==> config.mk <==
export PLATFORM = sky130hd
export DESIGN_NAME = time_interval_counter
export DESIGN_NICKNAME = d
export VERILOG_FILES = /design/src/design/tic_pkg.sv /design/src/design/tic_tick_if.sv /design/src/design/tic_prescaler.sv /design/src/design/time_interval_counter.sv
export SDC_FILE = /design/constraint.sdc
export NUM_CORES = 1
export LEC_CHECK = 0
export ABC_AREA = 1
export BUFFER_PORTS_ARGS = -buffer_cell sky130_fd_sc_hd__buf_2
export CELL_PAD_IN_SITES_DETAIL_PLACEMENT = 1
export CELL_PAD_IN_SITES_GLOBAL_PLACEMENT = 2
export CORE_AREA = 4 4 129 131
export DETAILED_ROUTE_END_ITERATION = 6
export DIE_AREA = 0 0 133 135
export PLACE_DENSITY_LB_ADDON = 0.08
export SLEW_MARGIN = 20
export SYNTH_ARGS = -nofsm -noshare
export SYNTH_HDL_FRONTEND = slang
export SYNTH_HIERARCHICAL = 1
export SYNTH_SLANG_ARGS = --single-unit
==> constraint.sdc <==
create_clock -name core_clk -period 4.7 [get_ports core_clk]
set_input_delay 1.41 -clock core_clk [delete_from_list [all_inputs] [get_ports core_clk]]
set_output_delay 1.41 -clock core_clk [all_outputs]
set_load 0.005 [all_outputs]
==> src/design/tic_pkg.sv <==
package tic_pkg;
    // ----------------------------------------------------------------
    // register addresses on the core's special-function bus
    // ----------------------------------------------------------------
    localparam logic [7:0] TICK_CONTROL_ADDR = 8'hA1;
    localparam logic [7:0] FRACTION_TICK_COUNT_ADDR = 8'hA2;
    localparam logic [7:0] ONE_HZ_COUNT_ADDR = 8'hA3;
    localparam logic [7:0] MINUTE_COUNT_ADDR = 8'hA4;
    localparam logic [7:0] HOUR_COUNT_ADDR = 8'hA5;
    localparam logic [7:0] INTERVAL_COMPARE_VALUE_ADDR = 8'hA6;

    // ----------------------------------------------------------------
    // tick_control field positions
    // ----------------------------------------------------------------
    localparam int CTL_GATE_BIT = 0;
    localparam int CTL_RUN_BIT = 1;
    localparam int CTL_FLAG_BIT = 2;
    localparam int CTL_ONE_SHOT_BIT = 3;
    localparam int CTL_SEL_LO_BIT = 4;
    localparam int CTL_SEL_HI_BIT = 5;
    localparam int CTL_DAY_WRAP_BIT = 6;
    localparam int CTL_WIDTH = 7;

    // ----------------------------------------------------------------
    // reset values and count limits
    // ----------------------------------------------------------------
    localparam logic [7:0] REG_RESET = 8'h00;
    localparam logic [CTL_WIDTH-1:0] CTL_RESET = 7'h00;
    localparam logic [7:0] FRACTION_MAX = 8'h7F;
    localparam logic [7:0] SIXTY_MAX = 8'h3B;
    localparam logic [7:0] DAY_HOUR_MAX = 8'h17;
    localparam logic [7:0] FULL_HOUR_MAX = 8'hFF;

    // ----------------------------------------------------------------
    // timebase: 1/128 second at a 10 ns core clock
    // ----------------------------------------------------------------
    localparam longint TICK_PERIOD_NS = 7812500;
    localparam longint CORE_CLK_PERIOD_NS = 10;
    localparam int TICK_CYCLES = int'(TICK_PERIOD_NS / CORE_CLK_PERIOD_NS);
    localparam int PRESCALE_WIDTH = 24;

    typedef enum logic [1:0] {
        BASE_FRACTION = 2'b00,
        BASE_SECOND = 2'b01,
        BASE_MINUTE = 2'b10,
        BASE_HOUR = 2'b11
    } timebase_t;

    typedef struct packed {
        logic [7:0] frac;
        logic [7:0] sec;
        logic [7:0] min;
        logic [7:0] hour;
        logic [7:0] cmp;
        logic [7:0] icnt;
        logic [CTL_WIDTH-1:0] ctl;
        logic irq;
        logic [7:0] rdata;
    } tic_state_t;
endpackage : tic_pkg

==> src/design/tic_tick_if.sv <==
`timescale 1ns/1ps
interface tic_tick_if;
    logic gate_on;
    logic tick;
    modport source (input gate_on, output tick);
    modport sink (output gate_on, input tick);
endinterface : tic_tick_if

==> src/design/tic_prescaler.sv <==
`timescale 1ns/1ps
module tic_prescaler
    import tic_pkg::*;
#(
    parameter int TICK_CYCLES_P = TICK_CYCLES
) (
    input wire logic core_clk,
    input wire logic rst_n,
    tic_tick_if.source tb
);
    typedef struct packed {
        logic [PRESCALE_WIDTH-1:0] cnt;
    } pre_state_t;

    pre_state_t s;
    pre_state_t next_s;
    localparam logic [PRESCALE_WIDTH-1:0] LAST = PRESCALE_WIDTH'(TICK_CYCLES_P - 1);

    // gate low holds the divider at zero so a restart gives a full first period
    always_comb begin
        next_s = s;
        if (!tb.gate_on) begin
            next_s.cnt = '0;
        end else if (s.cnt == LAST) begin
            next_s.cnt = '0;
        end else begin
            next_s.cnt = s.cnt + PRESCALE_WIDTH'(1);
        end
    end

    assign tb.tick = tb.gate_on && (s.cnt == LAST);

    always_ff @(posedge core_clk) begin
        if (!rst_n) begin
            s <= '0;
        end else begin
            s <= next_s;
        end
    end
endmodule : tic_prescaler

==> src/design/time_interval_counter.sv <==
`timescale 1ns/1ps
module time_interval_counter
    import tic_pkg::*;
#(
    parameter int TICK_CYCLES_P = TICK_CYCLES
) (
    input wire logic core_clk,
    input wire logic rst_n,
    input wire logic [7:0] sfr_addr,
    input wire logic sfr_wr,
    input wire logic [7:0] sfr_wdata,
    input wire logic secondary_irq_control,
    output logic [7:0] sfr_rdata,
    output logic tic_irq
);
    tic_state_t s;
    tic_state_t next_s;
    tic_tick_if tb ();

    logic frac_wrap;
    logic sec_wrap;
    logic min_wrap;
    logic unit_tick;
    logic match;
    logic [7:0] icnt_inc;
    logic [7:0] hour_max;

    function automatic logic [7:0] wrap_inc(input logic [7:0] v, input logic [7:0] max);
        wrap_inc = (v >= max) ? 8'h00 : v + 8'h01;
    endfunction : wrap_inc

    function automatic logic hits(input logic [7:0] a);
        hits = sfr_wr && (sfr_addr == a);
    endfunction : hits

    tic_prescaler #(.TICK_CYCLES_P(TICK_CYCLES_P)) u_prescaler (
        .core_clk(core_clk),
        .rst_n(rst_n),
        .tb(tb)
    );

    assign tb.gate_on = s.ctl[CTL_GATE_BIT];

    // ----------------------------------------------------------------
    // time-of-day cascade
    // ----------------------------------------------------------------
    // fraction wrap
    assign frac_wrap = tb.tick && (s.frac >= FRACTION_MAX);
    assign sec_wrap = frac_wrap && (s.sec >= SIXTY_MAX);
    assign min_wrap = sec_wrap && (s.min >= SIXTY_MAX);
    assign hour_max = s.ctl[CTL_DAY_WRAP_BIT] ? DAY_HOUR_MAX : FULL_HOUR_MAX;

    always_comb begin
        case (timebase_t'(s.ctl[CTL_SEL_HI_BIT:CTL_SEL_LO_BIT]))
            BASE_FRACTION: unit_tick = tb.tick;
            BASE_SECOND: unit_tick = frac_wrap;
            BASE_MINUTE: unit_tick = sec_wrap;
            BASE_HOUR: unit_tick = min_wrap;
            default: unit_tick = 1'b0;
        endcase
    end

    assign icnt_inc = s.icnt + 8'h01;
    assign match = s.ctl[CTL_RUN_BIT] && unit_tick && (icnt_inc == s.cmp);

    always_comb begin
        next_s = s;
        if (tb.tick) begin
            next_s.frac = wrap_inc(s.frac, FRACTION_MAX);
        end
        if (frac_wrap) begin
            next_s.sec = wrap_inc(s.sec, SIXTY_MAX);
        end
        if (sec_wrap) begin
            next_s.min = wrap_inc(s.min, SIXTY_MAX);
        end
        if (min_wrap) begin
            next_s.hour = wrap_inc(s.hour, hour_max);
        end
        if (s.ctl[CTL_RUN_BIT] && unit_tick) begin
            next_s.icnt = icnt_inc;
        end

        // ------------------------------------------------------------
        // software writes
        // ------------------------------------------------------------
        if (hits(TICK_CONTROL_ADDR)) begin
            next_s.ctl = sfr_wdata[CTL_WIDTH-1:0];
            if (s.ctl[CTL_GATE_BIT] && !sfr_wdata[CTL_GATE_BIT]) begin
                next_s.frac = REG_RESET;
                next_s.sec = REG_RESET;
                next_s.min = REG_RESET;
                next_s.hour = REG_RESET;
            end
        end
        if (!s.ctl[CTL_GATE_BIT]) begin
            if (hits(FRACTION_TICK_COUNT_ADDR)) begin
                next_s.frac = sfr_wdata;
            end
            if (hits(ONE_HZ_COUNT_ADDR)) begin
                next_s.sec = sfr_wdata;
            end
            if (hits(MINUTE_COUNT_ADDR)) begin
                next_s.min = sfr_wdata;
            end
            if (hits(HOUR_COUNT_ADDR)) begin
                next_s.hour = sfr_wdata;
            end
        end
        if (hits(INTERVAL_COMPARE_VALUE_ADDR)) begin
            next_s.cmp = sfr_wdata;
        end

        // a match in the same cycle as a software clear of the flag wins
        if (match) begin
            next_s.ctl[CTL_FLAG_BIT] = 1'b1;
            next_s.icnt = 8'h00;
            if (s.ctl[CTL_ONE_SHOT_BIT]) begin
                next_s.ctl[CTL_RUN_BIT] = 1'b0;
            end
        end
        if (!next_s.ctl[CTL_RUN_BIT]) begin
            next_s.icnt = 8'h00;
        end
        next_s.irq = next_s.ctl[CTL_FLAG_BIT] && secondary_irq_control;

        // read data lags the address by one cycle; unmapped reads return zero
        case (sfr_addr)
            TICK_CONTROL_ADDR: next_s.rdata = {1'b0, s.ctl};
            FRACTION_TICK_COUNT_ADDR: next_s.rdata = s.frac;
            ONE_HZ_COUNT_ADDR: next_s.rdata = s.sec;
            MINUTE_COUNT_ADDR: next_s.rdata = s.min;
            HOUR_COUNT_ADDR: next_s.rdata = s.hour;
            INTERVAL_COMPARE_VALUE_ADDR: next_s.rdata = s.cmp;
            default: next_s.rdata = 8'h00;
        endcase
    end

    always_ff @(posedge core_clk) begin
        if (!rst_n) begin
            s <= '{frac: REG_RESET, sec: REG_RESET, min: REG_RESET, hour: REG_RESET,
                   cmp: REG_RESET, icnt: REG_RESET, ctl: CTL_RESET, irq: 1'b0, rdata: REG_RESET};
        end else begin
            s <= next_s;
        end
    end

    assign sfr_rdata = s.rdata;
    assign tic_irq = s.irq;
endmodule : time_interval_counter

==> impl_metrics.csv <==
group,metric,value,unit
status,outcome,"complete, no violations",
yosys,ys_top_cells_by_area,"dfxtp_1 (33%), nand2_1 (13%), inv_1 (7.9%)",
timing,worst_slew_pin_slew,665,ps
cells_and_area,instances_no_fill,1036,
power_and_ir_drop,pwr_density_cell,256,nW/um^2
timing,setup-violations-final,0,
placed_design,dp_hpwl,13200,um
clocking,path_clk_slew,60,ps
cells_and_area,fin_util,37.6,%
global_routing,grtUsageTotal,19.4,%
global_routing,grt_max_degree,28,
worst_setup_path,path_cells,"buf_2, or2_1, nor3_4, nand2_1, a211oi_2, nand2_2, nor2_1",
yosys,synth_top_area_cell,"dfxtp_1",
placed_design,dp.cells,1022,
placed_design,place_congestion,0.851,
drt,wl_per_cell,16.4,um
min_path,min_path_type,"register to register",
clocking,insertion_delay,350,ps
clocking,root_buffer,"clkbuf_16",
placed_design,port_buffers,28,
floorplan,core-area,15600,sq um
power_and_ir_drop,max-vdd-ir-drop,0.000179,V
drt,vias,5153,
drt,initialDrtViolationCount,187,
worst_setup_path,setup.worst_path.end_class,"register",
timing,drv_slew,0,
placed_design,dp_slack,1540,ps
yosys,synth_async_sr_flop_share,0,%
yosys,syn-num-nets,828,
drt,routed_wl,17000,um
timing,skew,12.0,ps
floorplan,die_y,135,um
drt,first_pass_iters,4,
yosys,syn_inst,797,
cells_and_area,fillers,2062,
timing,period_minus_slack,2810,ps
yosys,synth_top_area_share,33.2,%
yosys,syn_area_per_cell,6.65,sq um
global_routing,grt_first_pass_wirelength,27400,um
yosys,synth_edf_count,0,
clocking,htreeDepth,3,
worst_setup_path,cp_slowest_cell,"a211oi_2",
cells_and_area,layout.area.seq,1760,sq um
cells_and_area,final_common_cell,"nand2_1",
cells_and_area,nNetsFinal,848,
worst_setup_path,path_buf_inv,1,
clocking,tritoncts,"yes",
yosys,synth_seq_cells,88,
worst_setup_path,required,4980,ps
clocking,clock-sinks,88,
timing,post-route-period-util,59.7,%
yosys,ys.flop_type,"dfxtp_1",
cells_and_area,final_area,5870,sq um
job,maxCapViolCount,0,
cells_and_area,antenna_cells,0,
timing,finalSetupTns,0,ps
timing,max_freq,356,MHz
floorplan,die_area,18000,sq um
clocking,cts_buffers,9,
floorplan,io_pins,29,
yosys,syn_area,5300,sq um
clocking,cts_hold_buf,0,
worst_setup_path,cpPeakStageDelay,340,ps
clocking,cts_max_path_buffers,2,
yosys,synth_warnings,6,
timing,slew_headroom,55.2,%
timing,rsz0062_at_grt,"no",
yosys,seq_area_frac_synth,33.2,%
global_routing,grt_antenna_before_repair,0,
floorplan,initial_core_util,34.0,%
placed_design,postPlaceCellArea,5590,sq um
worst_setup_path,crit_path_max_fanout,13,
timing,setup_slack,1890,ps
clocking,cts-resized-gates,0,
cells_and_area,synthToLayoutAreaGrowth,10.6,%
drt,via_per_inst,4.97,
power_and_ir_drop,p_leak,0.00223,uW
worst_setup_path,critPathKind,"input pin to register",
global_routing,gr-total-overflow,0,
floorplan,fp.dieW,133,um
cells_and_area,drive_gt1_share,10.7,%
worst_setup_path,crit_path_start_kind,"input pin",
worst_setup_path,crit_family,"simple AND/OR/NAND/NOR gates",
cells_and_area,multi_input_area,2980,sq um
drt,drc,0,
yosys,synth_cell_types,42,
worst_setup_path,crit_arrival,3090,ps
clocking,postCtsSetupRepairBufs,0,
cells_and_area,layout_common_cells,"nand2_1 (183), inv_1 (111), dfxtp_1 (88), nor2_1 (87), nand3_1 (76)",
timing,hold_violations,0,
drt,ant_nets,0,
floorplan,rows,46,
global_routing,first_global_vias,5323,
[through the flow]
stage                     total power, uW  hold slack, ps
after floorplan                       780             433
after global placement                808             445
after detailed placement              808             467
after CTS                            1520             481
after global routing                 1560             517
final                                1500             475
[layer usage]
metal / wire length [um] / global-route usage (%) / vias to the layer above
met1: 7970 / 24.6 / 2466
met5: 0 / 0 / -
met4: 396 / 6.87 / 0
met3: 369 / 2.68 / 21
met2: 8250 / 33.8 / 57
li1: - / - / 2609
[cell families (layout without fill, tap and decap cells)]
group | after synthesis | in the layout | synth area share (%)
XOR/XNOR | 19 | 19 | 3.14
buffers and inverters | 135 | 158 | 10.7
AND/OR/NAND/NOR | 422 | 422 | 37.3
flip-flops | 88 | 88 | 33.2
AO/OA/AOI/OAI | 122 | 122 | 13.0
adder cells (fa/ha/maj) | 11 | 11 | 2.59
[state kept, by name (all words and copies together), names as in the netlist]
signal,flops
u_prescaler/s,24
tic_irq,1
s,55
sfr_rdata,8
[cells in the mapped netlist, types with 2 or more instances]
| library cell | count |
|---|---|
| nand3_1 | 76 |
| nor3_1 | 16 |
| ha_1 | 11 |
| xnor2_1 | 6 |
| nor2_4 | 6 |
| inv_1 | 111 |
| xor2_1 | 13 |
| buf_4 | 9 |
| o21bai_1 | 5 |
| buf_2 | 2 |
| a211oi_1 | 2 |
| dfxtp_1 | 88 |
| nor2_1 | 87 |
| a21oi_1 | 52 |
| o22ai_1 | 14 |
| and2_1 | 2 |
| nand3b_1 | 4 |
| nand2_4 | 7 |
| nor2_2 | 6 |
| o21ai_0 | 36 |
| nor3_4 | 2 |
| a31oi_1 | 3 |
| nand3_2 | 4 |
| nand4_1 | 12 |
| buf_6 | 3 |
| clkbuf_1 | 7 |
| o21ai_2 | 6 |
| or2_0 | 2 |
| nor4_1 | 4 |
| nand2_2 | 7 |
| nand2_1 | 183 |
[area by class of cell]
cell class                      count  area share, %
Tap cell                          216           4.61
Sequential cell                    88           30.0
Timing Repair Buffer               30           2.64
Multi-Input combinational cell    574           50.7
Clock inverter                      4          0.810
Clock buffer                       10           3.90
Inverter                          114           7.31
[power by group]
group	internal, uW	switching (uW)	leakage, uW	total [uW]
clock network	405	305	0.000134	709
logic	10.2	34.2	0.00139	44.4
registers	746	0.687	0.000708	747
total	1160	340	0.00223	1500
[worst register-to-register path, stage by stage (launching register included)]
cell and delay, ps:
dfxtp_1 380, nand2_1 110, nor2_1 160, inv_1 60
nor2_1 140, nand3_2 120, nor2_1 100, buf_4 200
inv_1 120, a31oi_1 330, a21boi_2 350, nand3_1 140
nand2_2 180, nor2_1 60
[worst paths after layout]
| kind | start | endpoint | slack [ps] | depth (start not counted) |
|---|---|---|---|---|
| max | sfr_addr[3] | s[21] | 1890 | 7 |
| min reg2reg | u_prescaler/s[0] | u_prescaler/s[0] | 480 | 1 |
| min | u_prescaler/s[0] | u_prescaler/s[0] | 480 | 1 |
| max reg2reg | u_prescaler/s[9] | s[21] | 2140 | 13 |
No activity file was read; power rests on OpenSTA's default activity.
